==> config.mk <==
export PLATFORM = sky130hd
export DESIGN_NAME = dtct_top
export DESIGN_NICKNAME = d
export VERILOG_FILES = /design/src/hdl/dtct_pkg.sv /design/src/hdl/dtct_top.sv
export SDC_FILE = /design/constraint.sdc
export NUM_CORES = 1
export LEC_CHECK = 0
export ABC_AREA = 1
export BUFFER_PORTS_ARGS = -buffer_cell sky130_fd_sc_hd__buf_2
export CAP_MARGIN = 20
export CORE_ASPECT_RATIO = 1.4
export CORE_MARGIN = 2
export CORE_UTILIZATION = 53
export CTS_CLUSTER_DIAMETER = 100
export CTS_CLUSTER_SIZE = 28
export DETAILED_ROUTE_END_ITERATION = 10
export GPL_ROUTABILITY_DRIVEN = 0
export PLACE_DENSITY = 0.82
export SYNTH_ARGS = -nofsm -noshare
export SYNTH_HDL_FRONTEND = slang
export SYNTH_SLANG_ARGS = --single-unit
==> constraint.sdc <==
create_clock -name clk -period 2.61 [get_ports clk]
set_clock_uncertainty 0.2 [all_clocks]
set_input_delay 0 -clock clk [delete_from_list [all_inputs] [get_ports clk]]
set_output_delay 0 -clock clk [all_outputs]
set_load 0.05 [all_outputs]
==> src/hdl/dtct_pkg.sv <==
// Package: register map, field layout and timing constants of the dual timebase capture timer
package dtct_pkg;

	// ------------------------------------------------------------
	// Register indices (byte address is four times the index)
	// ------------------------------------------------------------
	localparam logic [7:0] IDX_TIMEBASE2_CTRL_STATUS = 8'h08;
	localparam logic [7:0] IDX_COUNTER2_RELOAD_REG = 8'h09;
	localparam logic [7:0] IDX_COUNTER2_VALUE_REG = 8'h0A;
	localparam logic [7:0] IDX_TIMEBASE1_CTRL_STATUS = 8'h0B;
	localparam logic [7:0] IDX_CAPTURE_VALUE_REG = 8'h0C;
	localparam int ADDR_W = 12;
	localparam int ADDR_SHIFT = 2;

	// ------------------------------------------------------------
	// Field positions
	// ------------------------------------------------------------
	localparam int BIT_CAPTURE_IRQ_EN = 7;
	localparam int BIT_CAPTURE_FLAG = 6;
	localparam int BIT_PERIOD_DOUBLE_SELECT = 5;
	localparam int BIT_TIMEBASE1_IRQ_EN = 4;
	localparam int BIT_TIMEBASE1_FLAG = 3;
	localparam int BIT_TIMEBASE2_IRQ_EN = 1;
	localparam int BIT_TIMEBASE2_FLAG = 0;

	// ------------------------------------------------------------
	// Reset values and counter limits
	// ------------------------------------------------------------
	localparam logic [7:0] RST_BYTE = 8'h00;
	localparam logic [7:0] CNT2_TOP = 8'hFF;
	localparam logic [7:0] CNT_ZERO = 8'h00;
	localparam int DATA_W = 32;

	// ------------------------------------------------------------
	// Timing: oscillator periods per prescaler tick and per timebase
	// ------------------------------------------------------------
	localparam int OSC_PER_TICK = 32;
	localparam int TB_PERIOD_OSC = 8000;
	localparam int CNT1_MODULUS = TB_PERIOD_OSC / OSC_PER_TICK;
	localparam logic [7:0] CNT1_TOP = 8'(CNT1_MODULUS - 1);

endpackage : dtct_pkg

==> src/hdl/dtct_top.sv <==
// Dual timebase timer with input capture behind an APB slave
// ------------------------------------------------------------
// Top module
// ------------------------------------------------------------
//
// Chosen here: the APB slave port and the address map.
module dtct_top #(
	parameter int PRESCALE = dtct_pkg::OSC_PER_TICK
) (
	input wire logic clk,
	input wire logic rst_b,
	input wire logic psel,
	input wire logic penable,
	input wire logic pwrite,
	input wire logic [dtct_pkg::ADDR_W-1:0] paddr,
	input wire logic [dtct_pkg::DATA_W-1:0] pwdata,
	output logic [dtct_pkg::DATA_W-1:0] prdata,
	output logic pready,
	output logic pslverr,
	input wire logic capture_input_pin,
	input wire logic halt_mode,
	output logic timebase1_irq,
	output logic timebase2_irq,
	output logic capture_irq
);

	localparam int PW = (PRESCALE > 1) ? $clog2(PRESCALE) : 1;
	localparam logic [PW-1:0] PRE_LAST = PW'(PRESCALE - 1);

	// ------------------------------------------------------------
	// Elaboration check
	// ------------------------------------------------------------
	if (PRESCALE < 2) begin : g_bad_prescale
		$error("PRESCALE must be at least 2");
	end

	// Index decode shared by setup and access phases
	function automatic logic [7:0] dtct_index(input logic [dtct_pkg::ADDR_W-1:0] a);
		dtct_index = a[dtct_pkg::ADDR_SHIFT +: 8];
	endfunction : dtct_index

	// ------------------------------------------------------------
	// State
	// ------------------------------------------------------------
	logic [PW-1:0] pre_q;
	logic [7:0] cnt1_q;
	logic half_q;
	logic [7:0] cnt2_q;
	logic [7:0] reload_q;
	logic [7:0] capture_q;
	logic tb1_flag_q, tb2_flag_q, cap_flag_q;
	logic tb1_en_q, tb2_en_q, cap_en_q, dbl_sel_q;
	logic [2:0] pin_q;
	logic [dtct_pkg::DATA_W-1:0] prdata_q;
	logic pready_q, pslverr_q;
	logic tb1_irq_q, tb2_irq_q, cap_irq_q;

	// ------------------------------------------------------------
	// Bus decode
	// ------------------------------------------------------------
	wire [7:0] idx_w = dtct_index(paddr);
	wire low_ok_w = (paddr[dtct_pkg::ADDR_SHIFT-1:0] == '0) && (paddr[dtct_pkg::ADDR_W-1:dtct_pkg::ADDR_SHIFT+8] == '0);
	wire hit_csr2_w = low_ok_w && (idx_w == dtct_pkg::IDX_TIMEBASE2_CTRL_STATUS);
	wire hit_rel_w = low_ok_w && (idx_w == dtct_pkg::IDX_COUNTER2_RELOAD_REG);
	wire hit_cnt2_w = low_ok_w && (idx_w == dtct_pkg::IDX_COUNTER2_VALUE_REG);
	wire hit_csr1_w = low_ok_w && (idx_w == dtct_pkg::IDX_TIMEBASE1_CTRL_STATUS);
	wire hit_cap_w = low_ok_w && (idx_w == dtct_pkg::IDX_CAPTURE_VALUE_REG);
	wire mapped_w = hit_csr2_w | hit_rel_w | hit_cnt2_w | hit_csr1_w | hit_cap_w;
	wire setup_w = psel && !penable;
	wire access_w = psel && penable && pready_q;
	wire wr_w = access_w && pwrite && mapped_w;
	wire rd_w = access_w && !pwrite && mapped_w;

	// Read view of each register; reserved bits read as zero
	wire [7:0] csr1_view_w = {cap_en_q, cap_flag_q, dbl_sel_q, tb1_en_q, tb1_flag_q, 3'h0};
	wire [7:0] csr2_view_w = {6'h00, tb2_en_q, tb2_flag_q};
	wire [7:0] rd_byte_w = hit_csr1_w ? csr1_view_w :
		hit_csr2_w ? csr2_view_w :
		hit_rel_w ? reload_q :
		hit_cnt2_w ? cnt2_q :
		hit_cap_w ? capture_q : dtct_pkg::RST_BYTE;

	// ------------------------------------------------------------
	// Timebase events
	// ------------------------------------------------------------
	// Halt freezes the prescaler too, so the phase resumes cleanly
	wire tick_w = (pre_q == PRE_LAST) && !halt_mode;
	wire wrap1_w = tick_w && (cnt1_q == dtct_pkg::CNT1_TOP);
	// Double mode only reports every second wrap
	wire ovf1_w = wrap1_w && (!dbl_sel_q || half_q);
	wire ovf2_w = tick_w && (cnt2_q == dtct_pkg::CNT2_TOP);

	// ------------------------------------------------------------
	// Capture edge; only the second and third stages feed logic
	// ------------------------------------------------------------
	wire edge_w = pin_q[2] ^ pin_q[1];
	wire cap_w = edge_w && !cap_flag_q;

	// Timebase flags clear only if the read reported them set, so a set in between is kept; the capture flag clears on any capture value read
	wire clr_tb1_w = rd_w && hit_csr1_w && prdata_q[dtct_pkg::BIT_TIMEBASE1_FLAG];
	wire clr_tb2_w = rd_w && hit_csr2_w && prdata_q[dtct_pkg::BIT_TIMEBASE2_FLAG];
	wire clr_cap_w = rd_w && hit_cap_w && cap_flag_q;

	// ------------------------------------------------------------
	// Prescaler and counter one
	// ------------------------------------------------------------
	always_ff @(posedge clk or negedge rst_b) begin
		if (!rst_b) begin
			pre_q <= '0;
			cnt1_q <= dtct_pkg::CNT_ZERO;
			half_q <= 1'b0;
		end else begin
			if (!halt_mode) begin
				pre_q <= tick_w ? '0 : pre_q + PW'(1);
			end
			if (tick_w) begin
				cnt1_q <= wrap1_w ? dtct_pkg::CNT_ZERO : cnt1_q + 8'h01;
			end
			if (wrap1_w) begin
				half_q <= !half_q;
			end
		end
	end

	// ------------------------------------------------------------
	// Counter two with reload
	// ------------------------------------------------------------
	always_ff @(posedge clk or negedge rst_b) begin
		if (!rst_b) begin
			cnt2_q <= dtct_pkg::RST_BYTE;
			reload_q <= dtct_pkg::RST_BYTE;
		end else begin
			if (tick_w) begin
				cnt2_q <= ovf2_w ? reload_q : cnt2_q + 8'h01;
			end
			if (wr_w && hit_rel_w) begin
				reload_q <= pwdata[7:0];
			end
		end
	end

	// ------------------------------------------------------------
	// Control bits written by software
	// ------------------------------------------------------------
	always_ff @(posedge clk or negedge rst_b) begin
		if (!rst_b) begin
			cap_en_q <= 1'b0;
			dbl_sel_q <= 1'b0;
			tb1_en_q <= 1'b0;
			tb2_en_q <= 1'b0;
		end else begin
			if (wr_w && hit_csr1_w) begin
				cap_en_q <= pwdata[dtct_pkg::BIT_CAPTURE_IRQ_EN];
				dbl_sel_q <= pwdata[dtct_pkg::BIT_PERIOD_DOUBLE_SELECT];
				tb1_en_q <= pwdata[dtct_pkg::BIT_TIMEBASE1_IRQ_EN];
			end
			if (wr_w && hit_csr2_w) begin
				tb2_en_q <= pwdata[dtct_pkg::BIT_TIMEBASE2_IRQ_EN];
			end
		end
	end

	// ------------------------------------------------------------
	// Sticky flags: hardware set wins over a read clear; writes ignored
	// ------------------------------------------------------------
	always_ff @(posedge clk or negedge rst_b) begin
		if (!rst_b) begin
			tb1_flag_q <= 1'b0;
			tb2_flag_q <= 1'b0;
			cap_flag_q <= 1'b0;
		end else begin
			tb1_flag_q <= ovf1_w | (tb1_flag_q & !clr_tb1_w);
			tb2_flag_q <= ovf2_w | (tb2_flag_q & !clr_tb2_w);
			cap_flag_q <= cap_w | (cap_flag_q & !clr_cap_w);
		end
	end

	// ------------------------------------------------------------
	// Capture pin synchroniser and capture register
	// ------------------------------------------------------------
	always_ff @(posedge clk or negedge rst_b) begin
		if (!rst_b) begin
			pin_q <= 3'h0;
			capture_q <= dtct_pkg::RST_BYTE;
		end else begin
			pin_q <= {pin_q[1:0], capture_input_pin};
			if (cap_w) begin
				capture_q <= cnt1_q;
			end
		end
	end

	// ------------------------------------------------------------
	// APB answer: data sampled in setup, ready in the access cycle
	// ------------------------------------------------------------
	always_ff @(posedge clk or negedge rst_b) begin
		if (!rst_b) begin
			prdata_q <= '0;
			pready_q <= 1'b0;
			pslverr_q <= 1'b0;
		end else begin
			pready_q <= setup_w;
			if (setup_w) begin
				prdata_q <= {24'h000000, rd_byte_w};
				pslverr_q <= !mapped_w;
			end
		end
	end

	// ------------------------------------------------------------
	// Interrupt levels, registered
	// ------------------------------------------------------------
	always_ff @(posedge clk or negedge rst_b) begin
		if (!rst_b) begin
			tb1_irq_q <= 1'b0;
			tb2_irq_q <= 1'b0;
			cap_irq_q <= 1'b0;
		end else begin
			tb1_irq_q <= tb1_flag_q & tb1_en_q;
			tb2_irq_q <= tb2_flag_q & tb2_en_q;
			cap_irq_q <= cap_flag_q & cap_en_q;
		end
	end

	assign prdata = prdata_q;
	assign pready = pready_q;
	assign pslverr = pslverr_q;
	assign timebase1_irq = tb1_irq_q;
	assign timebase2_irq = tb2_irq_q;
	assign capture_irq = cap_irq_q;

	// Independent count of running cycles between ticks; works for any PRESCALE
	logic [PW-1:0] gap_q;
	always_ff @(posedge clk or negedge rst_b) begin
		if (!rst_b) begin
			gap_q <= '0;
		end else if (tick_w) begin
			gap_q <= '0;
		end else if (!halt_mode) begin
			gap_q <= gap_q + PW'(1);
		end
	end
endmodule : dtct_top

==> results.yml, run 1 <==
timing:
  hold_violations: 0
  slew_headroom_pct: 45.4
  period_minus_slack_ns: 2.36
  fin_hold_ws_ns: 0.0299
  period_share_pct: 90.5
  max_freq_ghz: 0.424
  finalMaxSlewViolations: 0
  fin_tns_setup_ns: 0
  rsz0062_at_grt: "false"
  worst_slew_pin_slew_ns: 0.819
  finalSetupViolCount: 0
detailed_routing:
  dr.pass1.iters: 4
  drc: 0
  vias: 2912
  via_per_inst: 5.20
  postRouteWirelength_um: 7550
  antenna_left: 0
  drt_iter0_drc: 158
  avgRoutedWirePerCell_um: 13.5
synthesis:
  ys_seq_area_share_pct: 46.3
  synthTopCellsByCount: "nand2_1, dfrtp_1, inv_1"
  syn_avg_cell_area_um2: 8.06
  synthTopCellsByArea: "dfrtp_1, nand2_1, inv_1"
  ys_warn_count: 0
  ys_types: 34
  syn_inst: 409
  yosys.area.top_type: "dfrtp_1"
  synth_area_um2: 3300
  synth_top_area_share_pct: 46.3
  synthFlopType: "dfrtp_1"
  synth-edff-count: 0
  ys_seq_elements: 61
  synth_async_sr_flop_share_pct: 100
  yosysMostFrequentCell: "nand2_1"
setup_path:
  cp-start-kind: "input port"
  cp_max_fo: 5
  crit_start: "paddr[5]"
  end_kind: "flop"
  crit_chain: "dlygate4sd3_1, buf_2, nand2_2, dlygate4sd3_1, nor4_1, dlygate4sd3_1, nand3_1, nand2_1, nand2_1"
  path_class: "in2reg"
  cpMostUsedCell: "dlygate4sd3_1"
  crit_buf_inv: 4
  r2r_cells: 12
  cp.required_ns: 2.65
  rr_endpoint: "cnt2_q[0]$_DFFE_PN0P_"
  cp_top_family: "buffers and inverters"
  r2r_slack_ns: 0.31
  arrival_ns: 2.40
  slowest_delay_ns: 0.64
  crit_slowest_cell: "dlygate4sd3_1"
  r2r_start: "pre_q[1]$_DFFE_PN0N_"
global_route:
  grt_overflow_total: 0
  grt_pass1_vias: 2948
  grt_antenna_before_repair: 0
  grt_pass1_wl_um: 12700
  grt_max_degree: 38
  globalRouteTotalUtil_pct: 23.6
hold_path:
  whs_endpoint: "prdata[2]$_DFFE_PN0P_"
  min_path_cells: 7
  min-delay-start: "paddr[2]"
  hp-class: "in2reg"
die:
  initial_core_util_pct: 53.8
  fp.dieH_um: 97.3
  ioPinCount: 88
  die_area_um2: 6880
  die_x_um: 70.7
  rows: 34
  coreArea_um2: 6130
clock_tree:
  cts_buffer_depth: 2
  cts_tree: "done"
  clk_latency_ns: 0.35
  clockRootBuffer: "clkbuf_8"
  cts_resized: 0
  numCtsBuffers: 9
  path_clk_slew_ns: 0.07
  h-tree-depth: 3
  clkSinkCount: 61
power:
  internal_power_mw: 1.70
  leakagePower_nw: 2.13
  clkPwrFrac_pct: 33.8
  p_total_mw: 2.51
  p_comb_share_pct: 20.5
  ir_drop_v: 0.000425
  swShare_pct: 32.2
  power_density_nw_per_um2: 635
  seqPwrFrac_pct: 45.7
  p_sw_mw: 0.808
finish:
  area_delta_synth_final_pct: 20.0
  antennaDiodeCount: 0
  num-nets-final: 540
  layout-drive-gt1-share_pct: 18.2
  final_cells: 560
  final_util_pct: 64.6
run:
  max_cap_viol_count: 0
place:
  io_buffer_count: 39
  dpl.cell_count: 519
  dp_hpwl_um: 5400
outcome:
  status: "completed"
[what timing repair did]
action | 4_1_cts | 5_1_grt
buffers inserted | 0 | 0
hold buffers | 26 | 0
hold endpoints to repair | 68 | 0
[placed cells by master (no fill, tap or decap)]
cell,synthesis,routed
dlygate4sd3_1,0,26
nor3_1,7,7
nand4_1,9,9
nand2_1,95,95
nor2_1,42,42
nand3b_4,1,1
clkbuf_8,0,11
nand3_2,2,2
o31ai_1,1,1
a21oi_1,11,11
ha_1,5,5
nand2_4,3,3
nor2_4,1,1
o22ai_1,2,2
dfrtp_1,61,61
a211oi_1,2,2
nand2_2,2,2
nor2_2,4,4
nor3_2,3,3
buf_4,24,5
nor4_1,3,3
conb_1,1,24
buf_2,2,39
a21oi_2,8,8
o2111ai_1,1,1
clkinv_2,0,2
o21ai_1,5,5
bufinv_16,0,1
xor2_1,3,3
nand3_1,21,21
mux2_2,1,1
o21ai_0,29,29
nor2_8,1,1
inv_2,4,4
inv_1,50,50
clkinvlp_4,0,1
o211ai_1,2,2
[how the worst max path moves through the flow]
stage                            end  slack (ns)  cells after the start
2_1_floorplan  cnt1_q[0]$_DFFE_PN0P_        0.61                     11
3_3_place_gp   cnt1_q[0]$_DFFE_PN0P_        0.41                     11
3_5_place_dp   cnt1_q[0]$_DFFE_PN0P_        0.33                     11
4_1_cts        cnt1_q[5]$_DFFE_PN0P_        0.32                     11
5_1_grt        cnt2_q[0]$_DFFE_PN0P_         0.1                     11
6_report        tb2_en_q$_DFFE_PN0P_        0.25                      9
[through the flow]
| stage | cell area [µm²] | worst slack (ns) |
|---|---|---|
| finish | 3960 | 0.249 |
| global route | 3960 | 0.0952 |
| CTS | 3960 | 0.321 |
| detailed placement | 3500 | 0.334 |
| global placement | 3500 | 0.410 |
| floorplan | 3380 | 0.610 |
[power groups by stage]
stage / sequential (mW) / combinational, mW / clock, mW
2_1_floorplan: 1.14 / 0.408 / 0
5_1_grt: 1.16 / 0.597 / 0.903
4_1_cts: 1.15 / 0.514 / 0.863
3_3_place_gp: 1.16 / 0.468 / 0
3_5_place_dp: 1.17 / 0.492 / 0
6_report: 1.15 / 0.515 / 0.849
[state kept, by name, summed over array words and instances, names as in the netlist, 3 cells and up]
name and count:
capture_q 8, pre_q 5, prdata 8, cnt1_q 8, pin_q 3, reload_q 8
cnt2_q 8
[kinds of logic after synthesis]
logic type | Yosys count | synth area share, %
other | 1 | 0.114
multiplexers | 1 | 0.341
XOR/XNOR | 3 | 0.797
AO/OA/AOI/OAI | 61 | 10.7
AND/OR/NAND/NOR | 194 | 27.4
buffers and inverters | 83 | 12.5
adder cells (fa/ha/maj) | 5 | 1.90
flip-flops | 61 | 46.3
[final cells by class]
class                   instances  area, µm²
fillers                       509       2170
multi-input cells             288       1450
clock buffers                  11        151
well taps                      72       90.1
inverters                      54        203
clock inverters                 4       47.5
flip-flops and latches         61       1530
repair buffers                 70        493
[per-layer routing]
| layer | vias to the layer above | track usage (%) | wire length [µm] |
|---|---|---|---|
| li1 | 1423 | - | - |
| met1 | 1363 | 25.9 | 2980 |
| met2 | 100 | 40.7 | 3910 |
| met3 | 26 | 3.84 | 308 |
| met4 | 0 | 16.7 | 348 |
| met5 | - | 0 | 0 |
[tightest hold or removal path: stages]
cell,delay (ns)
buf_2,0.11
nand3_1,0.11
nor3_2,0.08
nand2_1,0.06
nand3_1,0.07
nand2_1,0.07
nand2_1,0.04
No activity file was read; power rests on OpenSTA's default activity.
==> run 2: changes to the inputs <==
--- a/config.mk
+++ b/config.mk
@@ -8,14 +8,15 @@
 export ABC_AREA = 1
 export BUFFER_PORTS_ARGS = -buffer_cell sky130_fd_sc_hd__buf_2
 export CAP_MARGIN = 20
-export CORE_ASPECT_RATIO = 1.4
+export CORE_ASPECT_RATIO = 2
 export CORE_MARGIN = 2
 export CORE_UTILIZATION = 53
-export CTS_CLUSTER_DIAMETER = 100
+export CTS_CLUSTER_DIAMETER = 40
 export CTS_CLUSTER_SIZE = 28
 export DETAILED_ROUTE_END_ITERATION = 10
 export GPL_ROUTABILITY_DRIVEN = 0
 export PLACE_DENSITY = 0.82
+export SETUP_SLACK_MARGIN = 0.3
 export SYNTH_ARGS = -nofsm -noshare
 export SYNTH_HDL_FRONTEND = slang
 export SYNTH_SLANG_ARGS = --single-unit
==> run 2 against run 1 <==
Compared with the run above:
- sequential share of layout area is 0.93 points lower
- total power increased by 14%
- clock-buffer cell count stayed put
- wire length rose by 2.8%
- critical path type is now reg2reg
- cell count is 1.3% lower
- critical endpoint unchanged
- combinational power rose by 6.0%
- largest power group unchanged
==> results.yml, run 2 (synthesized netlist as in run 1, its figures left out) <==
detailed_routing:
  vias: 2952
  postRouteWirelength_um: 7760
  via_per_inst: 5.34
  dr.pass1.iters: 4
  drt_iter0_drc: 170
  drc: 0
  avgRoutedWirePerCell_um: 14.0
  antenna_left: 0
clock_tree:
  clockRootBuffer: "clkbuf_16"
  clkSinkCount: 61
  cts_buffer_depth: 2
  h-tree-depth: 3
  cts_tree: "done"
  clk_latency_ns: 0.33
  path_clk_slew_ns: 0.05
  numCtsBuffers: 9
setup_path:
  arrival_ns: 2.29
  path_class: "reg2reg"
  cp_max_fo: 3
  cp-start-kind: "flop"
  r2r_cells: 6
  end_kind: "flop"
  cp.required_ns: 2.68
timing:
  max_freq_ghz: 0.451
  hold_violations: 0
  layout_setup_ws_ns: 0.391
  slew_headroom_pct: 46.1
  finalSetupViolCount: 0
  rsz0062_at_grt: "false"
  fin_hold_ws_ns: 0.0106
  fin_tns_setup_ns: 0
  finalMaxSlewViolations: 0
  worst_slew_pin_slew_ns: 0.808
  period_minus_slack_ns: 2.22
  period_share_pct: 85.0
die:
  rows: 40
  fp.dieH_um: 116
  die_area_um2: 6910
  coreArea_um2: 6010
  die_x_um: 59.8
  initial_core_util_pct: 54.9
  ioPinCount: 88
place:
  dp_hpwl_um: 5630
  io_buffer_count: 39
  dp_slack_ns: 0.377
power:
  leakagePower_nw: 2.19
  power_density_nw_per_um2: 707
  ir_drop_v: 0.000553
finish:
  area_delta_synth_final_pct: 23.0
  layout-drive-gt1-share_pct: 19.8
  antennaDiodeCount: 0
  layout_commonest_cell: "nand2_1"
  final_cell_mix: "nand2_1, dfrtp_1, inv_1"
  num-nets-final: 541
  final_util_pct: 67.5
global_route:
  grt_pass1_wl_um: 12400
  globalRouteTotalUtil_pct: 24.7
  grt_antenna_before_repair: 0
  grt_overflow_total: 0
  grt_pass1_vias: 2846
  grt_max_degree: 38
hold_path:
  hp-class: "in2reg"
  min_path_cells: 6
run:
  max_cap_viol_count: 0
outcome:
  status: "completed"
[run 2: area by class of cell]
type	count	area, µm²
Fill cell	485	1950
Sequential cell	61	1530
Multi-Input combinational cell	288	1460
Timing Repair Buffer	71	490
Clock buffer	11	243
Inverter	54	205
Tap cell	63	78.8
Clock inverter	5	50.0
[run 2: power breakdown]
part / internal, mW / leakage, nW / switching, mW
clock: 0.756 / 0.149 / 0.400
sequential: 1.05 / 0.737 / 0.112
combinational: 0.188 / 1.30 / 0.357
total: 2.00 / 2.19 / 0.869
[run 2: final timing paths]
path | from | to | slack, ns
worst min register to register | pin_q[0]$_DFF_PN0_ | pin_q[1]$_DFF_PN0_ | 0.15
max in group asynchronous | rst_b | cnt2_q[5]$_DFFE_PN0P_ | 1.39
worst max register to register | pready$_DFF_PN0_ | tb2_en_q$_DFFE_PN0P_ | 0.39
min in group asynchronous | rst_b | capture_q[6]$_DFFE_PN0P_ | 0.12
worst max-delay path | pready$_DFF_PN0_ | tb2_en_q$_DFFE_PN0P_ | 0.39
worst min-delay path | psel | prdata[3]$_DFFE_PN0P_ | 0.01
[run 2: repair_timing]
| action | 4_1_cts | 5_1_grt |
|---|---|---|
| endpoints found under the hold margin | 64 | 0 |
| resized for setup | 0 | 7 |
| hold buffers | 22 | 0 |
| setup buffers | 0 | 5 |
| setup endpoints to repair | 0 | 14 |
[run 2: critical path: stages, from the launching register on]
cell and delay (ns):
dfrtp_1 0.33, nand3_1 0.18, nor2_2 0.15, nand4_1 0.10, dlygate4sd3_1 0.58, nand2_1 0.07
dlygate4sd3_1 0.54
[run 2: metal layers]
layer	GRT usage, %	part of all wire (%)
met2	42.5	52
met5	0	0
met3	5.25	4.7
met4	19.9	6.6
met1	24.2	36
[run 2: per-stage QoR]
step                std cells  instance area, µm²  power [mW]
floorplan                 432                3380        1.55
global placement          510                3490        1.64
detailed placement        510                3490        1.67
CTS                       548                4000        2.85
global route              553                4060        3.02
finish                    553                4060        2.87
==> run 3: changes to the inputs <==
--- a/config.mk
+++ b/config.mk
@@ -15,7 +15,7 @@
 export CTS_CLUSTER_SIZE = 28
 export DETAILED_ROUTE_END_ITERATION = 10
 export GPL_ROUTABILITY_DRIVEN = 0
-export PLACE_DENSITY = 0.82
+export PLACE_DENSITY = 0.84
 export SETUP_SLACK_MARGIN = 0.3
 export SYNTH_ARGS = -nofsm -noshare
 export SYNTH_HDL_FRONTEND = slang
==> run 3 against run 2 <==
Compared with the run above:
- sequential power about the same
- via count up 2.3%
- first-iteration DRC count up 15%
- highest routed layer unchanged
- die area unchanged
- global-route usage up 2.7 points
==> results.yml, run 3 (synthesized netlist as in run 1, its figures left out) <==
power:
  leakagePower_nw: 2.19
  power_density_nw_per_um2: 708
  ir_drop_v: 0.000473
  p_total_mw: 2.90
timing:
  rsz0062_at_grt: "true"
  worst_slew_pin_slew_ns: 0.929
  slew_headroom_pct: 37.7
  fin_tns_setup_ns: 0
  period_minus_slack_ns: 2.19
  max_freq_ghz: 0.456
  finalSetupViolCount: 0
  period_share_pct: 84.1
  hold_violations: 0
  finalMaxSlewViolations: 0
setup_path:
  cp.required_ns: 2.62
  crit_chain: "ha_2, inv_1, nor3_2, ha_2, nand2_8, nor2_4, nand4_1, o211ai_1, o21ai_1"
  path_class: "reg2reg"
  slowest_delay_ns: 0.35
  cp-start-kind: "flop"
  end_kind: "flop"
  cp_max_fo: 10
  crit_slowest_cell: "dfrtp_1"
  arrival_ns: 2.20
  r2r_cells: 9
  cpMostUsedCell: "ha_2"
die:
  ioPinCount: 88
  fp.dieH_um: 116
  rows: 40
  coreArea_um2: 6010
  die_area_um2: 6910
  die_x_um: 59.8
  initial_core_util_pct: 54.9
detailed_routing:
  vias: 3020
  met1_length_um: 2870
  antenna_left: 0
  via_per_inst: 5.44
  maxUsedRoutingLayer: "met4"
  avgRoutedWirePerCell_um: 15.5
  drt_iter0_drc: 196
  dr.pass1.iters: 4
  wl_met3_um: 484
  met2_length_um: 4630
  drc: 0
  postRouteWirelength_um: 8580
clock_tree:
  cts_tree: "done"
  numCtsBuffers: 9
  cts_buffer_depth: 2
  path_clk_slew_ns: 0.05
  clkSinkCount: 61
  clockRootBuffer: "clkbuf_16"
  h-tree-depth: 3
  clk_latency_ns: 0.33
global_route:
  grt_overflow_total: 0
  grt_pass1_wl_um: 14000
  grt_pass1_vias: 3142
  globalRouteTotalUtil_pct: 27.4
  grt_max_degree: 37
  grt_antenna_before_repair: 0
finish:
  layout-drive-gt1-share_pct: 19.9
  layout_commonest_cell: "nand2_1"
  num-nets-final: 543
  area_delta_synth_final_pct: 24.4
  antennaDiodeCount: 0
  final_cell_mix: "nand2_1, dfrtp_1, inv_1"
place:
  io_buffer_count: 39
  dp_hpwl_um: 5850
run:
  max_cap_viol_count: 0
outcome:
  status: "completed"
hold_path:
  hp-class: "in2reg"
  min_path_cells: 6
-- run 3: worst max-delay path: cells and delay by family (launching register included) --
kind	cells	cell delay, ns
compound gates	2	0.40
fa+ha+maj	2	0.45
buf+inv	1	0.06
simple gates	4	0.59
flops	1	0.35
-- run 3: path summary, 6_finish.rpt --
path	start	end	slack (ns)
min in group asynchronous	rst_b	cap_en_q$_DFFE_PN0P_	0.08
hold reg to reg	pin_q[0]$_DFF_PN0_	pin_q[1]$_DFF_PN0_	0.16
max in group asynchronous	rst_b	reload_q[1]$_DFFE_PN0P_	1.44
setup / recovery	pre_q[0]$_DFFE_PN0N_	cnt2_q[3]$_DFFE_PN0P_	0.42
setup reg to reg	pre_q[0]$_DFFE_PN0N_	cnt2_q[3]$_DFFE_PN0P_	0.42
hold / removal	paddr[1]	tb2_en_q$_DFFE_PN0P_	0.03
-- run 3: layout make-up --
class                   instances  area, µm²
clock buffers                  11        243
clock inverters                 5       50.0
fillers                       429       1900
inverters                      54        210
multi-input cells             288       1480
flip-flops and latches         61       1530
well taps                      63       78.8
repair buffers                 73        513
-- run 3: per-stage QoR --
step | std cells | util (%) | hold WS (ns) | setup slack [ns] | area, µm²
2_1_floorplan | 432 | - | -0.496 | 0.610 | 3380
3_3_place_gp | 509 | 57.9 | -0.0991 | 0.315 | 3480
3_5_place_dp | 509 | 57.9 | -0.0907 | 0.188 | 3480
4_1_cts | 550 | 67.1 | 0.0129 | 0.308 | 4030
5_1_grt | 555 | 68.3 | 0.0939 | 0.273 | 4100
6_report | 555 | 68.3 | 0.0259 | 0.416 | 4100
-- run 3: where the power goes --
group          leakage, nW  total (mW)  internal, mW  switching [mW]
clock network        0.149        1.17         0.757           0.412
logic                 1.30       0.574         0.189           0.384
registers            0.737        1.16          1.05           0.108
total                 2.19        2.90          2.00           0.904
-- run 3: repair_timing --
item                                    CTS  global route
cloned                                    0             0
hold buffers                             25             0
endpoints found under the setup margin    6            15
hold endpoints to repair                 63             0
setup buffers                             0             5
pin swaps                                 2             5
resized for setup                         4             7
-- run 3: routing by layer --
layer  global-route usage (%)  vias to the layer above
met1                     24.5                     1418
met4                     21.5                        0
met5                        0                        -
li1                         -                     1431
met3                     6.81                       45
met2                     49.0                      126
